## config.mk

```make
export PLATFORM = sky130hd
export DESIGN_NAME = sync_serial_ctrl_status
export DESIGN_NICKNAME = d
export VERILOG_FILES = /design/src/inc/sync_serial_pkg.sv /design/src/design/sync_serial_ctrl_status.sv /design/src/design/baud_gen.sv
export VERILOG_INCLUDE_DIRS = /design/src /design/src/inc
export SDC_FILE = /design/constraint.sdc
export NUM_CORES = 1
export LEC_CHECK = 0
export BUFFER_PORTS_ARGS = -buffer_cell sky130_fd_sc_hd__clkbuf_2
export CAP_MARGIN = 0
export CORE_MARGIN = 8
export CORE_UTILIZATION = 60
export CTS_CLUSTER_DIAMETER = 60
export DETAILED_ROUTE_END_ITERATION = 12
export GPL_TIMING_DRIVEN = 0
export PLACE_DENSITY = 0.86
export SYNTH_ARGS = -nofsm -noshare
export SYNTH_HDL_FRONTEND = slang
export SYNTH_SLANG_ARGS = --single-unit
export TNS_END_PERCENT = 50
```

## constraint.sdc

```tcl
create_clock -name sys_clk -period 5.1 [get_ports sys_clk]
set_clock_uncertainty 0.15 [all_clocks]
set_input_delay 0.255 -clock sys_clk [delete_from_list [all_inputs] [get_ports sys_clk]]
set_output_delay 0.255 -clock sys_clk [all_outputs]
set_load 0.01 [all_outputs]
```

## src/inc/sync_serial_defines.svh

```systemverilog
// Purpose: Named offsets, field positions, reset values and counts of the serial port
// Assumes: Byte offsets on a 5-bit register address
// Notes: Definitions only
`ifndef SYNC_SERIAL_DEFINES_SVH
`define SYNC_SERIAL_DEFINES_SVH

// ****************************************
// Register offsets
// ****************************************
`define OFS_CLK_SEL 5'h00
`define OFS_BIT_RATE 5'h02
`define OFS_CTRL 5'h04
`define OFS_LINE 5'h06
`define OFS_STATUS 5'h08
`define OFS_RX_CNT 5'h0a
`define OFS_FIFO_CTL 5'h0c
`define OFS_TX_PORT 5'h10
`define OFS_RX_PORT 5'h14
`define OFS_TX_CNT 5'h18

// ****************************************
// Field positions
// ****************************************
`define CTRL_TIE 7
`define CTRL_RIE 6
`define CTRL_TE 5
`define CTRL_RE 4
`define CTRL_CKE_HI 1
`define CTRL_CKE_LO 0
`define ST_TX_DONE_FLAG 6
`define ST_TSTOP 5
`define ST_RSTOP 1
`define LINE_FST_HI 14
`define LINE_FST_LO 8
`define LINE_STOP_COUNT_ENABLE 4
`define LINE_ONE 2
`define FCR_TFRST 2
`define FCR_RFRST 1

// ****************************************
// Reset values and codes
// ****************************************
`define CTRL_RST 8'h00
`define STATUS_RST 16'h0040
`define BRR_RST 8'hff
`define CKS_RST 2'h0
`define FST_RST 7'h00
`define CKE_INT_IN 2'h0
`define CKE_INT_OUT 2'h1
`define TX_DEPTH 9'h080
`define RX_DEPTH 9'h180
`define PRE_MASK0 6'h00
`define PRE_MASK1 6'h03
`define PRE_MASK2 6'h0f
`define PRE_MASK3 6'h3f

`endif

```

## src/inc/sync_serial_pkg.sv

```systemverilog
// Purpose: Types shared by the serial port control files
// Assumes: Nothing beyond the defines header
// Notes: Control word matches the control register bit order
package sync_serial_pkg;

   // ****************************************
   // Carriers
   // ****************************************
   typedef struct packed {
      logic tx_irq_enable;
      logic rx_irq_enable;
      logic tx_enable;
      logic rx_enable;
      logic [1:0] clk_source;
   } ctrl_s;

   typedef struct packed {
      logic [4:0] addr;
      logic [15:0] wdata;
      logic wr;
      logic rd;
   } reg_req_s;

   typedef struct packed {
      logic level;
      logic rise;
      logic fall;
   } sclk_s;

endpackage : sync_serial_pkg

```

## src/design/sync_serial_ctrl_status.sv

```systemverilog
// Purpose: Control, status, FIFO counts and bit rate of a synchronous serial port
// Assumes: FIFO storage and shift registers sit outside and report their events
// Notes: Registers on a plain strobe port, read data one cycle after the strobe
`timescale 1ns/1ps
`include "sync_serial_defines.svh"
module sync_serial_ctrl_status
(
   input wire logic sys_clk,
   input wire logic rst_n,
   input sync_serial_pkg::reg_req_s reg_req,
   output logic [15:0] reg_rdata,
   output logic tx_fifo_wr,
   output logic [7:0] tx_fifo_wdata,
   input wire logic tx_load,
   input wire logic tx_char_done,
   output logic tx_data_ready,
   input wire logic rx_byte_valid,
   output logic rx_accept,
   output logic rx_fifo_rd,
   input wire logic [7:0] rx_fifo_rdata,
   output logic tx_fifo_clear,
   output logic rx_fifo_clear,
   output logic tx_active,
   output logic rx_active,
   input wire logic serial_clock_pin_i,
   output logic serial_clock_pin_o,
   output logic serial_clock_pin_oe,
   output sync_serial_pkg::sclk_s serial_clk,
   output logic tx_irq,
   output logic rx_irq
);
   import sync_serial_pkg::*;

   // ****************************************
   // Reset release
   // ****************************************
   logic rst_meta_q;
   logic rst_sync_q;

   always_ff @(posedge sys_clk or negedge rst_n)
   begin
      if (!rst_n)
      begin
         rst_meta_q <= 1'b0;
         rst_sync_q <= 1'b0;
      end
      else
      begin
         rst_meta_q <= 1'b1;
         rst_sync_q <= rst_meta_q;
      end
   end

   // ****************************************
   // Declarations
   // ****************************************
   ctrl_s ctrl_q;
   logic [1:0] cks_q;
   logic [7:0] brr_q;
   logic [6:0] fst_q;
   logic stop_count_enable_q;
   logic tfrst_q;
   logic rfrst_q;
   logic tx_done_flag_q;
   logic tx_done_flag_d;
   logic tstop_q;
   logic tstop_d;
   logic rstop_q;
   logic rstop_d;
   logic tarm_q;
   logic tarm_d;
   logic rarm_q;
   logic rarm_d;
   logic [8:0] tx_cnt_q;
   logic [8:0] tx_cnt_d;
   logic [8:0] rx_cnt_q;
   logic [8:0] rx_cnt_d;
   logic [7:0] sent_q;
   logic [7:0] sent_d;
   logic [15:0] rdata_q;
   logic [15:0] rdata_d;
   logic sclk_pin_q;

   // ****************************************
   // Address decode
   // ****************************************
   logic wr_cks;
   logic wr_brr;
   logic wr_ctrl;
   logic wr_line;
   logic wr_status;
   logic wr_fcr;
   logic wr_txp;
   logic rd_status;
   logic rd_rxp;

   assign wr_cks = reg_req.wr && (reg_req.addr == `OFS_CLK_SEL);
   assign wr_brr = reg_req.wr && (reg_req.addr == `OFS_BIT_RATE);
   assign wr_ctrl = reg_req.wr && (reg_req.addr == `OFS_CTRL);
   assign wr_line = reg_req.wr && (reg_req.addr == `OFS_LINE);
   assign wr_status = reg_req.wr && (reg_req.addr == `OFS_STATUS);
   assign wr_fcr = reg_req.wr && (reg_req.addr == `OFS_FIFO_CTL);
   assign wr_txp = reg_req.wr && (reg_req.addr == `OFS_TX_PORT);
   assign rd_status = reg_req.rd && (reg_req.addr == `OFS_STATUS);
   assign rd_rxp = reg_req.rd && (reg_req.addr == `OFS_RX_PORT);

   // ****************************************
   // FIFO occupancy
   // ****************************************
   logic tx_full;
   logic tx_empty;
   logic rx_full;
   logic rx_empty;
   logic tx_push;
   logic tx_pop;
   logic rx_push;
   logic rx_pop;

   assign tx_full = (tx_cnt_q == `TX_DEPTH);
   assign rx_full = (rx_cnt_q == `RX_DEPTH);
   assign tx_empty = (tx_cnt_q == 9'h000);
   assign rx_empty = (rx_cnt_q == 9'h000);
   // A write to a full transmit FIFO is dropped
   assign tx_push = wr_txp && !tx_full && !tfrst_q;
   assign tx_pop = tx_load && !tx_empty && !tfrst_q;
   assign rx_push = rx_byte_valid && rx_accept;
   // Empty read leaves the count alone and fetches nothing
   assign rx_pop = rd_rxp && !rx_empty && !rfrst_q;

   assign tx_cnt_d = tfrst_q ? 9'h000 : tx_cnt_q + {8'h00, tx_push} - {8'h00, tx_pop};
   assign rx_cnt_d = rfrst_q ? 9'h000 : rx_cnt_q + {8'h00, rx_push} - {8'h00, rx_pop};

   // ****************************************
   // Flag events
   // ****************************************
   logic tstop_set;
   logic rstop_set;
   logic tx_done_flag_set;
   logic tstop_clr;
   logic rstop_clr;
   logic [8:0] stop_bytes;

   assign stop_bytes = {2'h0, fst_q};
   // Field holds bytes minus one, so compare the count before this byte
   assign tstop_set = stop_count_enable_q && tx_pop && (sent_q == {1'b0, fst_q});
   assign rstop_set = rx_push && (stop_count_enable_q ? (rx_cnt_q == stop_bytes)
                                         : (rx_cnt_q == `RX_DEPTH - 9'h001));
   assign tx_done_flag_set = tx_char_done && tx_empty;
   // Clear only by a zero after a read that saw the flag high
   assign tstop_clr = wr_status && !reg_req.wdata[`ST_TSTOP] && tarm_q;
   assign rstop_clr = wr_status && !reg_req.wdata[`ST_RSTOP] && rarm_q;

   // Set wins over a clear in the same cycle
   assign tstop_d = tstop_set ? 1'b1 : tstop_clr ? 1'b0 : tstop_q;
   // Clearing the receive enable does not touch this flag
   assign rstop_d = rstop_set ? 1'b1 : rstop_clr ? 1'b0 : rstop_q;
   assign tx_done_flag_d = tx_done_flag_set ? 1'b1 : tx_push ? 1'b0 : tx_done_flag_q;

   assign tarm_d = rd_status ? tstop_q : wr_status ? 1'b0 : tarm_q;
   assign rarm_d = rd_status ? rstop_q : wr_status ? 1'b0 : rarm_q;

   // Moved-byte counter restarts once the stop is acknowledged
   assign sent_d = (!stop_count_enable_q || tfrst_q || tstop_clr) ? 8'h00 :
                   tx_pop ? sent_q + 8'h01 : sent_q;

   // ****************************************
   // Control registers
   // ****************************************
   always_ff @(posedge sys_clk or negedge rst_sync_q)
   begin
      if (!rst_sync_q)
      begin
         ctrl_q <= ctrl_s'(6'(`CTRL_RST));
         cks_q <= `CKS_RST;
         brr_q <= `BRR_RST;
         fst_q <= `FST_RST;
         stop_count_enable_q <= 1'b0;
         tfrst_q <= 1'b0;
         rfrst_q <= 1'b0;
      end
      else
      begin
         if (wr_ctrl)
         begin
            ctrl_q <= {reg_req.wdata[`CTRL_TIE:`CTRL_RE],
                       reg_req.wdata[`CTRL_CKE_HI:`CTRL_CKE_LO]};
         end
         if (wr_cks)
         begin
            cks_q <= reg_req.wdata[1:0];
         end
         if (wr_brr)
         begin
            brr_q <= reg_req.wdata[7:0];
         end
         if (wr_line)
         begin
            fst_q <= reg_req.wdata[`LINE_FST_HI:`LINE_FST_LO];
            stop_count_enable_q <= reg_req.wdata[`LINE_STOP_COUNT_ENABLE];
         end
         if (wr_fcr)
         begin
            tfrst_q <= reg_req.wdata[`FCR_TFRST];
            rfrst_q <= reg_req.wdata[`FCR_RFRST];
         end
      end
   end

   // ****************************************
   // Status flags and counts
   // ****************************************
   always_ff @(posedge sys_clk or negedge rst_sync_q)
   begin
      if (!rst_sync_q)
      begin
         tx_done_flag_q <= 1'(`STATUS_RST >> `ST_TX_DONE_FLAG);
         tstop_q <= 1'b0;
         rstop_q <= 1'b0;
         tarm_q <= 1'b0;
         rarm_q <= 1'b0;
         tx_cnt_q <= 9'h000;
         rx_cnt_q <= 9'h000;
         sent_q <= 8'h00;
      end
      else
      begin
         tx_done_flag_q <= tx_done_flag_d;
         tstop_q <= tstop_d;
         rstop_q <= rstop_d;
         tarm_q <= tarm_d;
         rarm_q <= rarm_d;
         tx_cnt_q <= tx_cnt_d;
         rx_cnt_q <= rx_cnt_d;
         sent_q <= sent_d;
      end
   end

   // ****************************************
   // Read data
   // ****************************************
   logic [15:0] ctrl_rd;
   logic [15:0] status_rd;
   logic [15:0] line_rd;
   logic [15:0] fcr_rd;

   // Reserved bits are held at zero in the read words, except bit 2 of the line word, which reads one
   assign ctrl_rd = {8'h00, ctrl_q[5:2], 2'h0, ctrl_q[1:0]};
   assign status_rd = {9'h000, tx_done_flag_q, tstop_q, 3'h0, rstop_q, 1'b0};
   assign line_rd = {1'b0, fst_q, 3'h0, stop_count_enable_q, 1'b0, 1'b1, 2'h0};
   assign fcr_rd = {13'h0000, tfrst_q, rfrst_q, 1'b0};

   always_comb
   begin
      rdata_d = 16'h0000;
      if (reg_req.rd)
      begin
         unique case (reg_req.addr)
            `OFS_CLK_SEL: rdata_d = {14'h0000, cks_q};
            `OFS_BIT_RATE: rdata_d = {8'h00, brr_q};
            `OFS_CTRL: rdata_d = ctrl_rd;
            `OFS_LINE: rdata_d = line_rd;
            `OFS_STATUS: rdata_d = status_rd;
            `OFS_RX_CNT: rdata_d = {7'h00, rx_cnt_q};
            `OFS_FIFO_CTL: rdata_d = fcr_rd;
            `OFS_TX_CNT: rdata_d = {7'h00, tx_cnt_q};
            default: rdata_d = 16'h0000;
         endcase
      end
   end

   // Receive port data come a cycle later from the outside storage
   logic rxp_q;

   always_ff @(posedge sys_clk or negedge rst_sync_q)
   begin
      if (!rst_sync_q)
      begin
         rdata_q <= 16'h0000;
         rxp_q <= 1'b0;
      end
      else
      begin
         rdata_q <= rdata_d;
         rxp_q <= rd_rxp;
      end
   end

   // On an empty read the storage output is passed through unchecked
   assign reg_rdata = rxp_q ? {8'h00, rx_fifo_rdata} : rdata_q;

   // ****************************************
   // Transmit write data
   // ****************************************
   logic [7:0] txw_data_q;
   logic txw_q;

   always_ff @(posedge sys_clk or negedge rst_sync_q)
   begin
      if (!rst_sync_q)
      begin
         txw_q <= 1'b0;
         txw_data_q <= 8'h00;
      end
      else
      begin
         txw_q <= tx_push;
         txw_data_q <= tx_push ? reg_req.wdata[7:0] : txw_data_q;
      end
   end

   assign tx_fifo_wr = txw_q;
   assign tx_fifo_wdata = txw_data_q;
   assign rx_fifo_rd = rx_pop;
   assign tx_fifo_clear = tfrst_q;
   assign rx_fifo_clear = rfrst_q;

   // ****************************************
   // Enables
   // ****************************************
   // A pending stop halts further moves until software acknowledges it
   assign tx_data_ready = ctrl_q.tx_enable && !tx_empty && !tfrst_q && !tstop_q;
   assign tx_active = ctrl_q.tx_enable;
   assign rx_active = ctrl_q.rx_enable;
   assign rx_accept = ctrl_q.rx_enable && !rx_full && !rfrst_q && !rstop_q;

   // ****************************************
   // Serial clock source
   // ****************************************
   logic internal_clk;
   logic gen_run;
   sclk_s gen_clk;
   sclk_s ext_clk;

   assign internal_clk = !ctrl_q.clk_source[1];
   assign gen_run = internal_clk && (ctrl_q.tx_enable || ctrl_q.rx_enable);

   baud_gen u_baud
   (
      .sys_clk(sys_clk),
      .rst_n(rst_sync_q),
      .run(gen_run),
      .prescale_sel(cks_q),
      .divisor(brr_q),
      .sclk(gen_clk)
   );

   // Pin is already synchronous, one stage only for edge detection
   always_ff @(posedge sys_clk or negedge rst_sync_q)
   begin
      if (!rst_sync_q)
      begin
         sclk_pin_q <= 1'b1;
      end
      else
      begin
         sclk_pin_q <= serial_clock_pin_i;
      end
   end

   assign ext_clk.level = serial_clock_pin_i;
   assign ext_clk.rise = serial_clock_pin_i && !sclk_pin_q;
   assign ext_clk.fall = !serial_clock_pin_i && sclk_pin_q;

   // In mode 00 the pin level is never looked at
   assign serial_clk = internal_clk ? gen_clk : ext_clk;
   assign serial_clock_pin_oe = (ctrl_q.clk_source == `CKE_INT_OUT);
   assign serial_clock_pin_o = gen_clk.level;

   // ****************************************
   // Interrupt requests
   // ****************************************
   assign tx_irq = ctrl_q.tx_irq_enable && tstop_q;
   assign rx_irq = ctrl_q.rx_irq_enable && rstop_q;

endmodule : sync_serial_ctrl_status

```

## src/design/baud_gen.sv

```systemverilog
// Purpose: Bit rate generator, prescaler then divider, toggling a serial clock
// Assumes: Synchronous reset copy from the top
// Notes: Clock period is 4 x 4^n x (N+1) input cycles
`timescale 1ns/1ps
`include "sync_serial_defines.svh"
module baud_gen
(
   input wire logic sys_clk,
   input wire logic rst_n,
   input wire logic run,
   input wire logic [1:0] prescale_sel,
   input wire logic [7:0] divisor,
   output sync_serial_pkg::sclk_s sclk
);
   import sync_serial_pkg::*;

   logic [5:0] pre_q;
   logic [5:0] pre_d;
   logic [8:0] div_q;
   logic [8:0] div_d;
   logic lvl_q;
   logic lvl_d;
   logic [5:0] mask;
   logic pre_tick;
   logic [8:0] half_cnt;
   logic half_end;

   // ****************************************
   // Prescaler and divider
   // ****************************************
   assign mask = (prescale_sel == 2'h0) ? `PRE_MASK0 :
                 (prescale_sel == 2'h1) ? `PRE_MASK1 :
                 (prescale_sel == 2'h2) ? `PRE_MASK2 : `PRE_MASK3;
   assign pre_tick = run && ((pre_q & mask) == mask);
   // Half period is 2(N+1) prescaled ticks, so a full bit is 4(N+1)
   assign half_cnt = {divisor, 1'b1};
   assign half_end = pre_tick && (div_q >= half_cnt);
   assign pre_d = run ? pre_q + 6'h01 : 6'h00;
   assign div_d = !run ? 9'h000 : half_end ? 9'h000 : pre_tick ? div_q + 9'h001 : div_q;
   assign lvl_d = !run ? 1'b1 : half_end ? !lvl_q : lvl_q;

   always_ff @(posedge sys_clk or negedge rst_n)
   begin
      if (!rst_n)
      begin
         pre_q <= 6'h00;
         div_q <= 9'h000;
         lvl_q <= 1'b1;
      end
      else
      begin
         pre_q <= pre_d;
         div_q <= div_d;
         lvl_q <= lvl_d;
      end
   end

   assign sclk.level = lvl_q;
   assign sclk.rise = half_end && !lvl_q;
   assign sclk.fall = half_end && lvl_q;

endmodule : baud_gen

```

### After elaboration in Yosys (flattened, before gate mapping)

Index checks and enable logic that the tools add are counted.
Widths: inputs -> output; s select.

* reduce and logical (&&, ||, !) cells: 66
* order comparisons: 1
* $add $sub $neg: 7
* eq/ne operators: 20
* bitwise operators: 1
* mux-type cells: 27

Operators with widths (count)
* $pmux 15 s8: 1
* $mux 9: 5
* $logic_and 1x1->1: 39
* $mux 16: 2
* $mux 6: 4
* $add 9x1->9: 2
* $eq 9x9->1 const B: 2
* $logic_not 9->1: 2
* $sub 9x1->9: 2
* $mux 8: 2
* $eq 5x4->1 const B: 3
* $eq 5x5->1 const B: 3
* $logic_not 1->1: 15
* $mux 1: 12
* $eq 5x3->1 const B: 2
* $reduce_bool 2->1: 5
* $add 9x1->9 const B: 1
* $eq 9x7->1: 1
* $eq 9x8->1 const B: 1
* $ge 9x9->1: 1
* $add 8x1->8 const B: 1
* $eq 8x7->1: 1
* $add 6x1->6 const B: 1
* $and 6x6->6: 1
* 10 further kinds: 13

* bits of input ports: 37
* output and inout bits: 39
* bits in registers: 102

### Depth between registers and ports, before layout

Gate-level depths: netlist of the first run.

* depth in word-level cells: 10
* gate-level depth with buffers: 16
* mapped depth without buffers: 16

### By module

A second synthesis of the first run with hierarchy kept.

* cells, all modules: 543
* area, all modules: 5768.0 sq um

Modules (own cells, without submodules)
* sync_serial_ctrl_status: instances 1, cells each 434, seq. area each 2139.6 sq um, area each 4699.5 sq um
* baud_gen: instances 1, cells each 109, seq. area each 401.6 sq um, area each 1068.5 sq um

### Worst setup path before layout of the first run

Ideal clock, no wire load.

* kind: flip-flop to flip-flop
* from: reg tx_cnt_q[2]
* to: reg tx_cnt_q[8]
* clock period less this slack: 3637 ps
* library setup time: 125 ps
* cell stages (with the launch flop): 17
* arrival time: 3362 ps
* data required time: 4825 ps
* slack: 1463 ps
* path through: dfrtp_1 -> inv_1 -> ha_1 -> nor4b_1 -> and2_1 -> a2111oi_4 -> inv_1 -> ha_1 -> inv_1 -> ha_1 -> inv_1 -> fa_1 -> nand2b_1 -> a21oi_1 -> o21a_1 -> o22ai_1 -> mux2_2

* longest elaborated chain between the ends: 7

RTL lines
* start: declaration: line sync_serial_ctrl_status.sv:74 `logic [8:0] tx_cnt_q;`
* start signal: assignment: line sync_serial_ctrl_status.sv:232 `tx_cnt_q <= tx_cnt_d;`
* $eq 9x8->1 (no source line)
* $logic_not 1->1: line sync_serial_ctrl_status.sv:124 `assign tx_push = wr_txp && !tx_full && !tfrst_q;`
* $logic_and 1x1->1 (2 in series): line sync_serial_ctrl_status.sv:124
* net tx_push: line sync_serial_ctrl_status.sv:114 `logic tx_push;`
* $add 9x1->9: line sync_serial_ctrl_status.sv:130 `assign tx_cnt_d = tfrst_q ? 9'h000 : tx_cnt_q + {8'h00, tx_push} - {8'h00, tx_pop};`
* $sub 9x1->9: line sync_serial_ctrl_status.sv:130
* $mux 9: line sync_serial_ctrl_status.sv:130
* net tx_cnt_d[8]: line sync_serial_ctrl_status.sv:75 `logic [8:0] tx_cnt_d;`

The timed path passes the listed nets, and every way through them passes these cells.
A chain may end at the register's enable or synchronous reset.

### Worst setup path in the final report of the first run

* from: reg tx_cnt_q[3]
* to: reg tx_cnt_q[8]

Same word-level chain as after synthesis.

==> results of run 1 <==
[area by class of cell]
cell class                      instances  area (µm²)  area share
Multi-Input combinational cell        413        3020       0.454
Sequential cell                       101        2540       0.382
Timing Repair Buffer                   83         498      0.0748
Tap cell                              133         166      0.0250
Clock buffer                           11         151      0.0227
Inverter                               38         143      0.0214
Buffer                                 15        70.1      0.0105
Clock inverter                          5        63.8     0.00958
[cells by family (layout without fill, tap and decap cells)]
| family | count (synthesis) | after routing | share of synthesized area |
|---|---|---|---|
| other cells | 2 | 2 | 0.00130 |
| flops | 101 | 101 | 0.440 |
| buf+inv | 53 | 152 | 0.0368 |
| xor+xnor | 27 | 27 | 0.0409 |
| mux | 45 | 45 | 0.0875 |
| compound gates | 107 | 107 | 0.129 |
| fa+ha+maj | 39 | 39 | 0.0871 |
| simple gates | 193 | 193 | 0.177 |
[critical path, delay by kind of cell (launching register included)]
| kind | cells | cell delay, ps |
|---|---|---|
| AND/OR/NAND/NOR | 3 | 540 |
| multiplexers | 1 | 280 |
| flip-flops | 1 | 440 |
| adder cells (fa/ha/maj) | 4 | 1080 |
| AO/OA/AOI/OAI | 4 | 1410 |
| buffers and inverters | 4 | 370 |
[through the flow]
stage	hold slack, ps	total power [µW]	instance area [µm²]
CTS	0.191	2980	6660
global route	24.5	3180	6660
finish	12.7	2990	6660
floorplan	-191	2070	5780
global placement	-109	2340	6290
detailed placement	-106	2410	6320
[where the power goes]
| group | switching (µW) | internal [µW] |
|---|---|---|
| Clock | 299 | 259 |
| Sequential | 214 | 971 |
| Combinational | 690 | 560 |
| Total | 1200 | 1790 |
[state kept, by name (all words and copies together), names as in the netlist, 6 cells and up]
register,flops
tx_fifo_wdata,8
sent_q,8
fst_q,7
brr_q,8
rdata_q,15
u_baud.pre_q,6
tx_cnt_q,9
rx_cnt_q,9
u_baud.div_q,9
[final timing paths]
path,endpoint,cells past startpoint,slack (ps)
max in group asynchronous,brr_q[7],1,3850
worst max-delay path,tx_cnt_q[8],16,720
min in group asynchronous,rst_sync_q,2,40
worst min-delay path,tx_done_flag_q,2,10
worst max register to register,tx_cnt_q[8],16,720
worst min register to register,tx_cnt_q[4],0,210
[per-layer routing]
layer,up-vias,share of wire,track usage
met5,-,0.0012,0
met4,2,0.040,0.135
met3,52,0.080,0.0475
met2,222,0.49,0.410
met1,2283,0.39,0.278
li1,2227,-,-
[what timing repair did]
action | CTS | global route
hold buffers | 12 | 0
resized for setup | 0 | 0
hold endpoints to repair | 16 | 0
[synth_stat cells, types with 5 or more instances]
master and number:
a22oi_1 14, a21oi_1 27, o21bai_1 5, nor2b_1 13, nand3_1 19, and3_1 10, a31oi_1 11, nand2_1 36
nor4_1 5, mux2_2 44, o21ai_0 11, nand4b_1 5, nor2_1 43, nand2b_1 8, nor3_1 11, o21a_1 5
nand4_1 11, dfrtp_1 90, xnor2_1 13, inv_1 38, and2_1 6, clkbuf_1 11, dfstp_2 11, ha_1 37
xor2_1 14
==> impl_metrics.tcl, run 1 <==
set metrics [dict create \
    relSlewSlack 0.127 \
    synthToLayoutAreaGrowth_pct 15.3 \
    dr.pass1.iters 8 \
    final_common_cell "dfrtp_1" \
    die_y_um 114 \
    gr-usage-all-layers 0.241 \
    drive_gt1_frac 0.236 \
    grt_overflow 0 \
    synth.area.top_cells "dfrtp_1, mux2_2, ha_1" \
    postSynthCellCount 567 \
    syn_nets 643 \
    crit_path_start "tx_cnt_q[3]" \
    tightest_slew_ps 1300 \
    fp-row-count 36 \
    required_ps 5220 \
    cts_tree "built" \
    yosysUniqueCellTypes 62 \
    hold_start "tx_char_done" \
    via_count 4786 \
    wl_um 15000 \
    max_stage_delay_ps 900 \
    synth_ff_type "dfrtp_1" \
    fin_nets 737 \
    vias_per_cell 5.99 \
    dp_cells 771 \
    routedWlPerCell_um 18.8 \
    worstPathMaxFanout 10 \
    final_cell_mix "dfrtp_1, clkbuf_2, mux2_2, nor2_1, inv_1" \
    diodes 0 \
    finalSetupViolCount 0 \
    h-tree-depth 3 \
    cpMaxStageDelayCell "a2111oi_4" \
    antenna_found_initial 1 \
    cts_setup_buffers 0 \
    drc 0 \
    finish.utilization 0.697 \
    ys_ff_latch 101 \
    leakagePower_uw 0.00308 \
    coreArea_um2 9550 \
    initial_core_util 0.605 \
    gp_congestion 0.951 \
    ir_worst_vdd_v 0.000194 \
    post-route-period-util 0.858 \
    yosysSeqAreaShare 0.440 \
    grt_pass1_wl_um 24700 \
    rsz0062_at_grt "false" \
    clkSinkCount 101 \
    numCtsBuffers 9 \
    timing.rr.start "tx_cnt_q[3]" \
    cts_max_path_buffers 2 \
    powerDensity_nw_per_um2 450 \
    setup_tns_ps 0 \
    hold_class "in -> reg" \
    first_iter_violations 488 \
    ant_nets 0 \
    dieArea_um2 13000 \
    clkLatencyLatePin_ps 380 \
    final_max_slew_viol_count 0 \
    cp_cell_sequence "inv_1 > ha_1 > nor4b_1 > and2_1 > a2111oi_4 > inv_1 > ha_1 > inv_1 > ha_1 > inv_1 > fa_1 > nand2b_1 > a21oi_1 > o21a_1 > o22ai_1 > mux2_2" \
    portBuffers 70 \
    synth_top_area_share 0.390 \
    place_ws_ps 747 \
    clock-root-buffer "clkbuf_8" \
    dp_hpwl_um 11200 \
    critPathKind "reg -> reg" \
    clkTransAtPathRegs_ps 90 \
    grt_pass1_vias 4978 \
    maxCapViolCount 0 \
    fill_cells 740 \
    crit_arrival_ps 4500 \
    cp-start-kind "flip-flop" \
    crit_path_end_kind "flip-flop" \
    async_reset_ff_frac 1.00 \
    die-width_um 114 \
    final.min_clock_period_ps 4380 \
    cp_common_cell "inv_1" \
    layout_setup_ws_ps 722 \
    synth.avg_cell_area_um2 10.2 \
    netlist_area_um2 5780 \
    max_freq_ghz 0.228 \
    num_io_pins 76 \
    synth_edf_count 0 \
    finalHoldViolations 0 \
    fin_cells 799 \
    synth_top_cell_by_area "dfrtp_1" \
    synth-warning-count 0 \
    grt_max_degree 53 \
    status "completed" \
]
Note: power is estimated with default switching activity, not from simulation.
==> run 2: changes to the inputs <==
Settings changed: CAP_MARGIN 0 to not set, PLACE_DENSITY 0.86 to 0.82.
==> run 2 against run 1 <==
  * Sequential share of layout area increased by 0.21 points
  * Critical path type unchanged
  * Non-clock buffer count decreased by 1
  * Clock-buffer cell count decreased by 2
==> impl_metrics.tcl, run 2 (same netlist as run 1, synthesis figures left out) <==
set metrics [dict create \
    finalSetupViolCount 0 \
    die_y_um 114 \
    dp_hpwl_um 10900 \
    wl_um 14600 \
    maxCapViolCount 0 \
    rsz0062_at_grt "false" \
    finalHoldViolations 0 \
    numCtsBuffers 9 \
    critPathKind "reg -> reg" \
    status "completed" \
    vias_per_cell 5.96 \
    ant_nets 0 \
    die-width_um 114 \
    post-route-period-util 0.858 \
    synthToLayoutAreaGrowth_pct 14.7 \
    largest_reg_flops 15 \
    grt_overflow 0 \
    max_freq_ghz 0.229 \
    grt_pass1_vias 4762 \
    worstPathMaxFanout 10 \
    final.min_clock_period_ps 4370 \
    setup_tns_ps 0 \
    tightest_slew_ps 1280 \
    drive_gt1_frac 0.236 \
    cts_setup_buffers 0 \
    grt_max_degree 58 \
    antenna_found_initial 0 \
    crit_arrival_ps 4470 \
    ir_worst_vdd_v 0.000292 \
    drc 0 \
    largest_register "rdata_q" \
    cts_max_path_buffers 2 \
    fp-row-count 36 \
    portBuffers 70 \
    h-tree-depth 3 \
    initial_core_util 0.605 \
    final_max_slew_viol_count 0 \
    final_common_cell "dfrtp_1" \
    gp_congestion 0.910 \
    cp-start-kind "flip-flop" \
    dr.pass1.iters 5 \
    dieArea_um2 13000 \
    final_cell_mix "dfrtp_1, clkbuf_2, mux2_2, nor2_1, inv_1" \
    relSlewSlack 0.145 \
    ctsResizeCount 0 \
    hold_class "in -> reg" \
    clkLatencyLatePin_ps 360 \
    via_count 4758 \
    powerDensity_nw_per_um2 441 \
    coreArea_um2 9550 \
    clkSinkCount 101 \
    finish.utilization 0.694 \
    gr-usage-all-layers 0.231 \
    first_iter_violations 407 \
    fin_nets 736 \
    crit_path_end_kind "flip-flop" \
    leakagePower_uw 0.00307 \
    num_io_pins 76 \
    cts_tree "built" \
    diodes 0 \
    required_ps 5200 \
    grt_pass1_wl_um 23700 \
    clock-root-buffer "clkbuf_8" \
    routedWlPerCell_um 18.4 \
    clkTransAtPathRegs_ps 110 \
]
==> run 2: power by group <==
group | leakage (µW) | total, µW | switching (µW) | internal, µW
combinational | 0.00168 | 1240 | 680 | 560
clock | 0.0000982 | 493 | 303 | 190
sequential | 0.00130 | 1190 | 216 | 971
==> run 2: worst max-delay path, cell delays in order (launching register included) <==
cell	delay [ps]
dfrtp_1	430
inv_1	90
ha_1	200
nor4b_1	160
and2_1	220
a2111oi_4	880
inv_1	160
ha_1	330
inv_1	70
ha_1	160
inv_1	60
fa_1	390
nand2b_1	160
a21oi_1	200
o21a_1	230
o22ai_1	100
mux2_2	270
==> run 2: timing repair <==
item	CTS	global route
hold endpoints to repair	13	0
endpoints found under the setup margin	0	0
hold buffers	11	0
==> run 2: worst paths after layout <==
kind	depth (start not counted)	start	slack (ps)	to
max	16	tx_cnt_q[2]	730	tx_cnt_q[8]
min	2	reg_req[8]	20	ctrl_q[4]
max reg2reg	16	tx_cnt_q[2]	730	tx_cnt_q[8]
min reg2reg	0	rst_sync_q	190	tx_fifo_wr
max in group asynchronous	1	rst_sync_q	3860	brr_q[6]
min in group asynchronous	2	rst_n	40	rst_sync_q
==> run 2: cell type report <==
class / instances / area [µm²]
Fill cell: 727 / 2930
Timing Repair Buffer: 82 / 488
Sequential cell: 101 / 2540
Buffer: 15 / 70.1
Inverter: 38 / 143
Tap cell: 133 / 166
Clock inverter: 7 / 65.1
Multi-Input combinational cell: 413 / 3020
Clock buffer: 9 / 124
==> run 2: stage by stage <==
stage                     hold WS (ps)  setup slack, ps  total power (µW)  cell area [µm²]  instances
after global routing              16.0              381              3140             6620        798
final                             24.8              727              2920             6620        798
after detailed placement          -105              784              2410             6320        771
after floorplan                   -191             1460              2070             5780        567
after CTS                         14.6              727              2910             6620        798
after global placement            -110              877              2350             6290        770
==> run 2: layer usage <==
layer  share of wire  wire length [µm]  track usage
met3           0.075              1100       0.0485
met1            0.42              6090        0.282
met5               0                 0            0
met4           0.031               456       0.0949
met2            0.48              7000        0.388
==> run 3: changes to the inputs <==
Settings changed: CORE_UTILIZATION 60 to 53, PLACE_DENSITY 0.82 to 0.88.
Clock period 5.1 ns to 3.65 ns, I/O delays scaled along.
==> run 3 against run 2 <==
  * Clock-buffer cell count did not move
  * Critical path depth unchanged
  * Power rose by 48%
  * Highest routed layer unchanged
==> impl_metrics.tcl, run 3 (same netlist as run 1, synthesis figures left out) <==
set metrics [dict create \
    fin_nets 754 \
    setup_tns_ps 0 \
    largest_register "rdata_q" \
    post-route-period-util 0.971 \
    final_cell_mix "dfrtp_1, clkbuf_2, mux2_2, nor2_1, inv_1" \
    critPathKind "reg -> reg" \
    total_power_uw 4330 \
    required_ps 3770 \
    clock-root-buffer "clkbuf_8" \
    final.min_clock_period_ps 3540 \
    ir_worst_vdd_v 0.000571 \
    cts_max_path_buffers 2 \
    tightest_slew_ps 1220 \
    num_io_pins 76 \
    ant_nets 0 \
    use_met2 0.334 \
    top_usage_layer "met2" \
    relSlewSlack 0.189 \
    routedWlPerCell_um 18.7 \
    wl_um 15400 \
    cp-start-kind "flip-flop" \
    dp_hpwl_um 11400 \
    worstPathMaxFanout 3 \
    antenna_found_initial 0 \
    grt_overflow 0 \
    largest_reg_flops 15 \
    gp_congestion 0.937 \
    use_met3 0.0583 \
    maxCapViolCount 0 \
    grt_max_degree 59 \
    first_iter_violations 457 \
    fp-row-count 38 \
    dieArea_um2 14500 \
    numCtsBuffers 9 \
    gr-usage-all-layers 0.214 \
    finalSetupViolCount 0 \
    clkTransAtPathRegs_ps 100 \
    initial_core_util 0.538 \
    h-tree-depth 3 \
    crit_arrival_ps 3670 \
    cts_tree "built" \
    synthToLayoutAreaGrowth_pct 18.7 \
    status "completed" \
    drc 0 \
    leakagePower_uw 0.00316 \
    final_max_slew_viol_count 0 \
    clkSinkCount 101 \
    via_count 4900 \
    max_freq_ghz 0.282 \
    finish.utilization 0.638 \
    coreArea_um2 10700 \
    die-width_um 120 \
    drive_gt1_frac 0.259 \
    grt_pass1_wl_um 24900 \
    final_common_cell "dfrtp_1" \
    finalHoldViolations 0 \
    hold_class "in -> reg" \
    dr.pass1.iters 6 \
    die_y_um 120 \
    powerDensity_nw_per_um2 631 \
    portBuffers 70 \
    vias_per_cell 5.95 \
    crit_path_end_kind "flip-flop" \
    timing.hold.ws_ps 36.4 \
    met1_usage 0.274 \
    clkLatencyLatePin_ps 380 \
    grt_pass1_vias 4928 \
]
[run 3: worst paths after layout]
kind	start	to	slack (ps)	cells past startpoint
setup / recovery	tx_cnt_q[3]	tx_cnt_q[8]	110	16
hold / removal	reg_req[3]	brr_q[1]	40	2
max in group asynchronous	rst_sync_q	brr_q[4]	2440	1
min in group asynchronous	rst_sync_q	tx_fifo_wr	190	0
hold reg to reg	rst_sync_q	tx_fifo_wr	190	0
setup reg to reg	tx_cnt_q[3]	tx_cnt_q[8]	110	16
[run 3: area by class of cell]
type,count,area (µm²)
fill,808,3890
multi-input combinational,413,3070
sequential,101,2550
timing repair buffer,100,646
tap,140,175
inverter,38,143
clock buffer,9,124
clock inverter,7,83.8
buffer,15,70.1
antenna,1,2.50
[run 3: power by group]
| group | internal, µW | switching (µW) |
|---|---|---|
| registers | 1360 | 300 |
| clock network | 327 | 417 |
| logic | 865 | 1060 |
[run 3: metal layers]
| metal | routed length [µm] | vias up |
|---|---|---|
| met3 | 1280 | 26 |
| met1 | 6400 | 2374 |
| met5 | 0 | - |
| met4 | 352 | 0 |
| met2 | 7400 | 236 |
| li1 | - | 2264 |
[run 3: worst max-delay path: stages (launching register included)]
cell and delay [ps]:
dfrtp_1 370, inv_1 80, ha_1 200, nor4b_2 190
and2_4 180, a2111oi_4 350, inv_1 100, ha_1 290
inv_2 50, ha_2 170, inv_1 60, fa_2 370
nand2b_4 160, a21oi_4 120, o21a_1 220, o22ai_2 110
mux2_2 290
[run 3: repair_timing]
item	in CTS	in global routing
gates resized for setup	2	11
setup buffers	4	5
endpoints found under the hold margin	38	0
gates cloned	0	0
pin swaps	2	7
hold buffers	20	0
setup endpoints to repair	5	3
[run 3: stage by stage]
stage / worst slack, ps / instances / area, µm²
final: 106 / 824 / 6860
after global routing: -27.4 / 823 / 6860
after CTS: 43.2 / 818 / 6780
after detailed placement: -554 / 778 / 6330
after global placement: -478 / 777 / 6300
after floorplan: 12.9 / 567 / 5780
